===== src/common/dpm_pkg.sv =====
// Constants shared by the dual-output modulator and its tick generator
package dpm_pkg;
    // ==========================================
    // Register addresses on the core's register bus
    localparam logic [7:0] CTRL_ADDR = 8'hae;
    localparam logic [7:0] DUTY0_LO_ADDR = 8'hb1;
    localparam logic [7:0] DUTY0_HI_ADDR = 8'hb2;
    localparam logic [7:0] DUTY1_LO_ADDR = 8'hb3;
    localparam logic [7:0] DUTY1_HI_ADDR = 8'hb4;
    localparam logic [7:0] CTRL_RESET = 8'h00;
    localparam logic [7:0] DATA_RESET = 8'h00;
    localparam logic [7:0] UNMAPPED_READ = 8'h00;
    // ==========================================
    // Control field positions
    localparam int FIRST_OFF_BIT = 7;
    localparam int MODE_LSB = 4;
    localparam int PRESC_LSB = 2;
    localparam int CSRC_LSB = 0;
    // ==========================================
    // Mode codes
    localparam logic [2:0] MODE_OFF = 3'h0;
    localparam logic [2:0] MODE_SINGLE = 3'h1;
    localparam logic [2:0] MODE_TWIN8 = 3'h2;
    localparam logic [2:0] MODE_TWIN16 = 3'h3;
    localparam logic [2:0] MODE_SD_NRZ = 3'h4;
    localparam logic [2:0] MODE_DUAL8 = 3'h5;
    localparam logic [2:0] MODE_SD_RZ = 3'h6;
    localparam logic [2:0] MODE_RESERVED = 3'h7;
    // ==========================================
    // Clock source and prescaler codes
    localparam logic [1:0] CSRC_DIV15 = 2'h0;
    localparam logic [1:0] CSRC_DIVIDED = 2'h1;
    localparam logic [1:0] CSRC_EXTERNAL = 2'h2;
    localparam logic [1:0] CSRC_RAW = 2'h3;
    localparam logic [3:0] DIV15_LAST = 4'he;
    localparam logic [1:0] PRESC_1 = 2'h0;
    localparam logic [1:0] PRESC_4 = 2'h1;
    localparam logic [1:0] PRESC_16 = 2'h2;
    localparam logic [5:0] PRESC_LAST_1 = 6'h00;
    localparam logic [5:0] PRESC_LAST_4 = 6'h03;
    localparam logic [5:0] PRESC_LAST_16 = 6'h0f;
    localparam logic [5:0] PRESC_LAST_64 = 6'h3f;
    localparam logic [15:0] CNT_FULL_LAST = 16'hffff;
    localparam logic [15:0] ONE16 = 16'h0001;
endpackage


===== src/common/dpm_clk_if.sv =====
// Clock selection and tick carrier between modulator core and tick generator
interface dpm_clk_if;
    logic [1:0] clock_source;
    logic [1:0] prescale;
    logic restart;
    logic tick;
    modport gen (input clock_source, input prescale, input restart, output tick);
    modport user (output clock_source, output prescale, output restart, input tick);
endinterface


===== src/rtl/dpm_tick_gen.sv =====
// Clock source selection and prescaler producing the counter tick
module dpm_tick_gen (
    input wire logic core_clk,
    input wire logic rst,
    input wire logic ext_count_input,
    input wire logic core_div_tick,
    dpm_clk_if.gen ckif
);
    typedef struct packed {
        logic [3:0] src_cnt;
        logic [5:0] pre_cnt;
        logic [2:0] sync;
    } dpm_tick_state_type;

    dpm_tick_state_type s_r;
    dpm_tick_state_type s_nxt;
    logic src_tick;
    logic [5:0] pre_last;

    // ==========================================
    // Source select, then prescale
    always_comb begin
        s_nxt = s_r;
        s_nxt.sync = {s_r.sync[1:0], ext_count_input};
        unique case (ckif.clock_source)
            dpm_pkg::CSRC_DIV15: src_tick = core_div_tick && (s_r.src_cnt == dpm_pkg::DIV15_LAST);
            dpm_pkg::CSRC_DIVIDED: src_tick = core_div_tick;
            // Edge taken from the second and third stages only
            dpm_pkg::CSRC_EXTERNAL: src_tick = s_r.sync[1] && !s_r.sync[2];
            default: src_tick = 1'b1;
        endcase
        unique case (ckif.prescale)
            dpm_pkg::PRESC_1: pre_last = dpm_pkg::PRESC_LAST_1;
            dpm_pkg::PRESC_4: pre_last = dpm_pkg::PRESC_LAST_4;
            dpm_pkg::PRESC_16: pre_last = dpm_pkg::PRESC_LAST_16;
            default: pre_last = dpm_pkg::PRESC_LAST_64;
        endcase
        if (core_div_tick) begin
            s_nxt.src_cnt = (s_r.src_cnt == dpm_pkg::DIV15_LAST) ? 4'h0 : s_r.src_cnt + 4'h1;
        end
        if (src_tick) begin
            s_nxt.pre_cnt = (s_r.pre_cnt == pre_last) ? 6'h00 : s_r.pre_cnt + 6'h01;
        end
        if (ckif.restart) begin
            s_nxt.src_cnt = 4'h0;
            s_nxt.pre_cnt = 6'h00;
        end
    end

    assign ckif.tick = src_tick && (s_r.pre_cnt == pre_last) && !ckif.restart;

    always_ff @(posedge core_clk or posedge rst) begin
        if (rst) begin
            s_r <= '0;
        end else begin
            s_r <= s_nxt;
        end
    end
endmodule


===== src/rtl/dpm_pwm.sv =====
// Dual-output pulse width modulator with mode, clock and, in the 16-bit modes, double-buffered data control
module dpm_pwm (
    input wire logic core_clk,
    input wire logic rst,
    input wire logic [7:0] sfr_addr,
    input wire logic sfr_wr,
    input wire logic [7:0] sfr_wdata,
    output logic [7:0] sfr_rdata,
    input wire logic core_div_tick,
    input wire logic external_count_input,
    input wire logic alt_pins,
    output logic output0_primary_pin,
    output logic output0_primary_oe,
    output logic output1_primary_pin,
    output logic output1_primary_oe,
    output logic output0_alternate_pin,
    output logic output0_alternate_oe,
    output logic output1_alternate_pin,
    output logic output1_alternate_oe
);
    typedef struct packed {
        logic [7:0] ctrl;
        logic [1:0][7:0] hold;
        logic [1:0][15:0] pend_val;
        logic [1:0] pend;
        logic [1:0][15:0] act;
        logic [15:0] cnt;
        logic [7:0] cnt_b;
        logic [1:0][15:0] acc;
        logic [1:0] sd;
        logic rz_on;
        logic out0;
        logic out1;
        logic en0;
        logic en1;
        logic [7:0] rdata;
    } dpm_state_type;

    dpm_state_type s_r;
    dpm_state_type s_nxt;
    dpm_clk_if ckif ();
    logic [2:0] mode;
    logic is16;
    logic last;
    logic last_b;
    logic ctrl_wr;
    logic [16:0] sum0;
    logic [16:0] sum1;

    dpm_tick_gen u_tick (
        .core_clk(core_clk),
        .rst(rst),
        .ext_count_input(external_count_input),
        .core_div_tick(core_div_tick),
        .ckif(ckif)
    );

    assign ctrl_wr = sfr_wr && (sfr_addr == dpm_pkg::CTRL_ADDR);
    assign ckif.clock_source = s_r.ctrl[dpm_pkg::CSRC_LSB +: 2];
    assign ckif.prescale = s_r.ctrl[dpm_pkg::PRESC_LSB +: 2];
    assign ckif.restart = ctrl_wr;

    // ==========================================
    // Mode decode and cycle end
    always_comb begin
        mode = s_r.ctrl[dpm_pkg::MODE_LSB +: 3];
        // Reserved code falls back to off
        if (mode == dpm_pkg::MODE_RESERVED) begin
            mode = dpm_pkg::MODE_OFF;
        end
        is16 = (mode == dpm_pkg::MODE_SINGLE) || (mode == dpm_pkg::MODE_TWIN16) ||
               (mode == dpm_pkg::MODE_SD_NRZ) || (mode == dpm_pkg::MODE_SD_RZ);
        unique case (mode)
            dpm_pkg::MODE_SINGLE: last = (s_r.cnt == s_r.act[1] - dpm_pkg::ONE16);
            dpm_pkg::MODE_TWIN8, dpm_pkg::MODE_DUAL8: last = (s_r.cnt[7:0] == s_r.act[1][7:0]);
            default: last = (s_r.cnt == dpm_pkg::CNT_FULL_LAST);
        endcase
        last_b = (s_r.cnt_b == s_r.act[1][15:8]);
        sum0 = {1'b0, s_r.acc[0]} + {1'b0, s_r.act[0]};
        sum1 = {1'b0, s_r.acc[1]} + {1'b0, s_r.act[1]};
    end

    // ==========================================
    // Next state
    always_comb begin
        s_nxt = s_r;
        s_nxt.rz_on = ckif.tick;
        if (ckif.tick) begin
            if (mode == dpm_pkg::MODE_OFF) begin
                s_nxt.cnt = 16'h0000;
                s_nxt.cnt_b = 8'h00;
            end else begin
                s_nxt.cnt = last ? 16'h0000 : s_r.cnt + dpm_pkg::ONE16;
                s_nxt.cnt_b = last_b ? 8'h00 : s_r.cnt_b + 8'h01;
            end
            s_nxt.acc[0] = sum0[15:0];
            s_nxt.acc[1] = sum1[15:0];
            s_nxt.sd = {sum1[16], sum0[16]};
            // In the 16-bit modes new duty values wait for the end of the running cycle
            if (is16 && last) begin
                for (int i = 0; i < 2; i++) begin
                    if (s_r.pend[i]) begin
                        s_nxt.act[i] = s_r.pend_val[i];
                        s_nxt.pend[i] = 1'b0;
                    end
                end
            end
        end
        if (sfr_wr) begin
            unique case (sfr_addr)
                dpm_pkg::CTRL_ADDR: s_nxt.ctrl = sfr_wdata;
                dpm_pkg::DUTY0_LO_ADDR, dpm_pkg::DUTY1_LO_ADDR: begin
                    if (is16) begin
                        s_nxt.hold[sfr_addr[1]] = sfr_wdata;
                    end else begin
                        s_nxt.act[sfr_addr[1]][7:0] = sfr_wdata;
                    end
                end
                dpm_pkg::DUTY0_HI_ADDR, dpm_pkg::DUTY1_HI_ADDR: begin
                    if (is16) begin
                        // Written after the commit so a same-cycle write is kept
                        s_nxt.pend_val[sfr_addr[2]] = {sfr_wdata, s_r.hold[sfr_addr[2]]};
                        s_nxt.pend[sfr_addr[2]] = 1'b1;
                    end else begin
                        s_nxt.act[sfr_addr[2]][15:8] = sfr_wdata;
                    end
                end
                default: ;
            endcase
        end
        if (ctrl_wr) begin
            s_nxt.cnt = 16'h0000;
            s_nxt.cnt_b = 8'h00;
            s_nxt.acc = '0;
            s_nxt.sd = 2'b00;
        end
        // Waveforms per mode
        s_nxt.out0 = 1'b0;
        s_nxt.out1 = 1'b0;
        unique case (mode)
            dpm_pkg::MODE_SINGLE: s_nxt.out1 = s_r.cnt < s_r.act[0];
            dpm_pkg::MODE_TWIN8: begin
                s_nxt.out0 = s_r.cnt[7:0] < s_r.act[0][7:0];
                s_nxt.out1 = (s_r.cnt[7:0] >= s_r.act[1][15:8]) && (s_r.cnt[7:0] < s_r.act[0][15:8]);
            end
            dpm_pkg::MODE_TWIN16: begin
                s_nxt.out0 = s_r.cnt < s_r.act[0];
                s_nxt.out1 = s_r.cnt < s_r.act[1];
            end
            dpm_pkg::MODE_SD_NRZ: {s_nxt.out1, s_nxt.out0} = s_r.sd;
            dpm_pkg::MODE_DUAL8: begin
                s_nxt.out0 = s_r.cnt[7:0] < s_r.act[0][7:0];
                s_nxt.out1 = s_r.cnt_b < s_r.act[0][15:8];
            end
            // Return to zero: high for only one core cycle per tick
            dpm_pkg::MODE_SD_RZ: {s_nxt.out1, s_nxt.out0} = s_r.sd & {2{s_r.rz_on}};
            default: ;
        endcase
        s_nxt.en1 = (mode != dpm_pkg::MODE_OFF);
        s_nxt.en0 = (mode != dpm_pkg::MODE_OFF) && (mode != dpm_pkg::MODE_SINGLE) &&
                    !s_r.ctrl[dpm_pkg::FIRST_OFF_BIT];
        unique case (sfr_addr)
            dpm_pkg::CTRL_ADDR: s_nxt.rdata = s_r.ctrl;
            dpm_pkg::DUTY0_LO_ADDR: s_nxt.rdata = s_r.act[0][7:0];
            dpm_pkg::DUTY0_HI_ADDR: s_nxt.rdata = s_r.act[0][15:8];
            dpm_pkg::DUTY1_LO_ADDR: s_nxt.rdata = s_r.act[1][7:0];
            dpm_pkg::DUTY1_HI_ADDR: s_nxt.rdata = s_r.act[1][15:8];
            default: s_nxt.rdata = dpm_pkg::UNMAPPED_READ;
        endcase
    end

    always_ff @(posedge core_clk or posedge rst) begin
        if (rst) begin
            s_r <= '0;
            s_r.ctrl <= dpm_pkg::CTRL_RESET;
        end else begin
            s_r <= s_nxt;
        end
    end

    // ==========================================
    // Pin routing
    assign output0_primary_pin = s_r.out0;
    assign output0_alternate_pin = s_r.out0;
    assign output1_primary_pin = s_r.out1;
    assign output1_alternate_pin = s_r.out1;
    assign output0_primary_oe = s_r.en0 && !alt_pins;
    assign output1_primary_oe = s_r.en1 && !alt_pins;
    assign output0_alternate_oe = s_r.en0 && alt_pins;
    assign output1_alternate_oe = s_r.en1 && alt_pins;
    assign sfr_rdata = s_r.rdata;
endmodule


===== config.mk =====
export PLATFORM = sky130hd
export DESIGN_NAME = dpm_pwm
export DESIGN_NICKNAME = d
export VERILOG_FILES = /design/src/common/dpm_pkg.sv /design/src/common/dpm_clk_if.sv /design/src/rtl/dpm_tick_gen.sv /design/src/rtl/dpm_pwm.sv
export SDC_FILE = /design/constraint.sdc
export NUM_CORES = 1
export LEC_CHECK = 0
export BUFFER_PORTS_ARGS = -buffer_cell sky130_fd_sc_hd__buf_4
export CAP_MARGIN = 20
export CORE_UTILIZATION = 42
export DETAILED_ROUTE_END_ITERATION = 8
export PLACE_DENSITY = 0.6
export SLEW_MARGIN = 20
export SYNTH_ARGS = -nofsm -noshare
export SYNTH_HDL_FRONTEND = slang
export SYNTH_SLANG_ARGS = --single-unit

===== constraint.sdc =====
create_clock -name core_clk -period 5.8 [get_ports core_clk]
set_input_delay 1.16 -clock core_clk [delete_from_list [all_inputs] [get_ports core_clk]]
set_output_delay 1.16 -clock core_clk [all_outputs]
set_load 0.1 [all_outputs]

==> metrics.log <==
INFO  metric first_global_vias = roughly 8600
INFO  metric netlist_area = between 10000 and 15000 sq um
INFO  metric total_switching_power = around 1.2 mW
INFO  metric syn_nets = roughly 1300
INFO  metric grt.overflow.total = 0
INFO  metric ctsResizeCount = 0
INFO  metric setup_slack = between 1.5 and 2 ns
INFO  metric setup_violations = 0
INFO  metric cts_post_setup_buffers_inserted = 0
INFO  metric synth_largest_type_area_fraction = 38.99%
INFO  metric critical_path.max_fanout = 26
INFO  metric worst_slew_margin_rel = between 20% and 30%
INFO  metric number_of_clock_sinks = 174
INFO  metric h_tree_level_count = 4
INFO  metric min_path_type = register to register
INFO  metric crit_path_start_kind = register
INFO  metric p_leak = a little under 6 nW
INFO  metric holdCritStartpoint = u_tick.s_nxt[1]$_DFF_PP0_
INFO  metric final-max-slew-violation-count = 0
INFO  metric hold-worst-slack = between 0.3 and 0.4 ns
INFO  metric initial_utilization = about 43%
INFO  metric timing.reg2reg.worst_path_depth = 11
INFO  metric synth_edf_count = 0
INFO  metric antenna_violating_nets_left = 0
INFO  metric diodes = 0
INFO  metric placed_cells_incl_taps = between 1500 and 2000
INFO  metric peakVddDrop = 0.1672 mV
INFO  metric crit_required = 6.14 ns
INFO  metric yosys_warnings = 0
INFO  metric number_of_antenna_violations_at_the_first_check_in_global_routing = 0
INFO  metric post-route-drc-count = 0
INFO  metric grt_util_all_layers = between 20% and 30%
INFO  metric post_synth_main_area_contributors = sky130_fd_sc_hd__dfrtp_1 39%, sky130_fd_sc_hd__ha_1 10%, sky130_fd_sc_hd__mux2_2 4.7%, sky130_fd_sc_hd__nand2_1 4.4%, sky130_fd_sc_hd__o21ai_0 3.8%
INFO  metric port-buffer-count = 37
INFO  metric replace_congestion = roughly 0.84
INFO  metric die_width = between 150 and 200 microns
INFO  metric worst-slew-pin-transition = 1.080 ns
INFO  metric power_total = approximately 3.5 mW
INFO  metric die_h = 165.1 microns
INFO  metric avgViaCountPerCell = 5.714
INFO  metric avgSynthCellArea = 9.368 sq um
INFO  metric finalCriticalPeriod = between 4 and 5 ns
INFO  metric layout-drive-gt1-share = between 10% and 20%
INFO  metric fraction_of_power_consumed_by_sequential_logic = just over 40%
INFO  metric post-place-ws = approximately 1.4 ns
INFO  metric synth_top_flop_cell = sky130_fd_sc_hd__dfrtp_1
INFO  metric yosysMostFrequentCell = sky130_fd_sc_hd__dfrtp_1
INFO  metric syn-instance-count = 1192
INFO  metric intPower = about 2.3 mW
INFO  metric synth-seq-area-share = 38.99%
INFO  metric setup-tns-final = 0 ns
INFO  metric final_period_utilization = between 70% and 80%
INFO  metric insertion_delay_to_the_later_sink_of_the_worst_skew_pair = roughly 0.45 ns
INFO  metric dp_hpwl = between 20000 and 25000 microns
INFO  metric cp.arrival = 4.48 ns
INFO  metric whs_path_depth = 0
INFO  metric core_area = ~26000 sq um
INFO  metric post_synth_most_frequent_cells = 174 x sky130_fd_sc_hd__dfrtp_1, 131 x sky130_fd_sc_hd__nand2_1, 89 x sky130_fd_sc_hd__ha_1
INFO  metric placement_rows = 59
INFO  metric wirelength = ~30000 microns
INFO  metric timing.critical_path.to_type = register
INFO  metric criticalPathCategory = register to register
INFO  metric p_sw_share = 34.78%
INFO  metric wire_per_inst = between 15 and 20 microns
INFO  metric synth.largest_area_cell = sky130_fd_sc_hd__dfrtp_1
INFO  metric outcome = finished clean
INFO  metric maxCapViolCount = 0
INFO  metric finClkSkew = ~0.018 ns
INFO  metric report.final.hold_viol_count = 0
INFO  metric pin_count_of_the_biggest_net_entering_global_routing = between 150 and 200
INFO  metric power_share_of_the_combinational_group = 24.7%
INFO  metric power.density_cell_area = approximately 280 nW/um^2
INFO  metric synth_register_bits = around 170
INFO  metric ctsRootBufferMaster = sky130_fd_sc_hd__clkbuf_16
INFO  metric final_net_count = roughly 1300
INFO  metric floorplan.die_area = 27240 sq um
INFO  metric ctsLongestPathBuffers = 2
INFO  metric r2r_setup_slack = around 1.7 ns
INFO  metric numCtsBuffers = 17
INFO  metric worst_r2r_endpoint = s_r[68]$_DFFE_PP0P_
INFO  metric tritoncts = yes
INFO  metric drtPass1Iterations = 5
INFO  metric reg2reg_from = s_r[88]$_DFF_PP0_
INFO  metric synth_cell_type_count = 77
INFO  metric area_delta_synth_final = 9.849%
INFO  metric global_route_wire_length_before_repair = around 49000 microns
INFO  metric stdcell_count = 1548
INFO  metric hold_buffers = 0
INFO  metric rsz0062_at_grt = false
INFO  metric floorplan.io_pins = 38
INFO  metric route.vias.total = slightly below 9000
INFO  metric fmaxAchievable = 241.5 MHz
INFO  metric drt_first_iter_violations = 662
INFO  metric clk_pin_slew = around 0.080 ns
INFO  metric timing.hold.worst_endpoint = u_tick.s_nxt[2]$_DFF_PP0_
INFO  metric clkPwrFrac = approximately a third
INFO  metric synth-async-reset-ratio = between 90% and 100%
[logic make-up after synthesis]
group / synth area share [%]
buf+inv: 4.661
fa+ha+maj: 10.33
simple gates: 17.55
mux: 8.146
flops: 38.99
compound gates: 16.39
xor+xnor: 3.933
[cell type report]
type	count	area, sq um
Multi-Input combinational cell	904	6309
Tap cell	335	419.2
Clock inverter	15	168.9
Clock buffer	17	425.4
Fill cell	2464	13790
Timing Repair Buffer	50	387.9
Sequential cell	174	4354
Inverter	53	202.7
[metrics by stage]
step                utilization, %  instance area [sq um]
CTS                          47.06                  12260
global placement             44.78                  11670
floorplan                        -                  11170
global route                 47.07                  12270
finish                       47.07                  12270
detailed placement           44.78                  11670
[power groups by stage]
| stage | Clock [mW] | Sequential, mW | Combinational, mW |
|---|---|---|---|
| final | 1.18 | 1.44 | 0.856 |
| after global routing | 1.24 | 1.46 | 0.974 |
| after CTS | 1.20 | 1.44 | 0.857 |
| after detailed placement | 0 | 1.46 | 0.854 |
| after global placement | 0 | 1.46 | 0.833 |
| after floorplan | 0 | 1.42 | 0.680 |
[flip-flops by register name, summed over array words and instances (netlist names)]
name and flops:
s_r 147, u_tick.s_nxt 2, ckif.prescale 2, u_tick.s_r 11, output0_alternate_pin 1, ckif.clock_source 2
output1_alternate_pin 1, sfr_rdata 8
[layout by cell type, fill, tap and decap left out, drive strengths merged, types with 38 or more instances in the layout]
master,count
dfrtp,174
o21ai,96
nor2,79
ha,89
mux2,47
mux2i,38
inv,60
buf,50
nand2,131
a21oi,81
[routing by layer]
layer	vias up	share of wire, %	track usage, %
met5	-	0	0
met4	0	2.6	8.424
met3	52	5.7	4.246
met2	262	45	38.08
met1	4236	46	32.55
li1	4295	-	-
[worst max path at each step]
stage,startpoint,to,slack (ns)
3_5_place_dp,sfr_addr[6],s_r[65]$_DFFE_PP0P_,1.38
4_1_cts,s_r[88]$_DFF_PP0_,s_r[59]$_DFFE_PP0P_,1.74
5_1_grt,s_r[88]$_DFF_PP0_,s_r[66]$_DFFE_PP0P_,1.46
3_3_place_gp,sfr_addr[6],s_r[67]$_DFFE_PP0P_,1.49
6_report,s_r[88]$_DFF_PP0_,s_r[68]$_DFFE_PP0P_,1.66
2_1_floorplan,alt_pins,output0_primary_oe,2.14
[critical path, stage by stage, from the launching register on]
cell and delay, ns:
sky130_fd_sc_hd__dfrtp_1 0.52, sky130_fd_sc_hd__inv_1 0.27, sky130_fd_sc_hd__ha_1 0.28, sky130_fd_sc_hd__or4b_4 0.52
sky130_fd_sc_hd__o41ai_1 0.39, sky130_fd_sc_hd__a31o_1 0.20, sky130_fd_sc_hd__nand4b_1 0.16, sky130_fd_sc_hd__nor4_1 0.37
sky130_fd_sc_hd__o2111ai_1 0.25, sky130_fd_sc_hd__nand2_1 0.64, sky130_fd_sc_hd__o21ai_0 0.21, sky130_fd_sc_hd__a21o_1 0.21
Note: power is estimated with default switching activity, not from simulation.
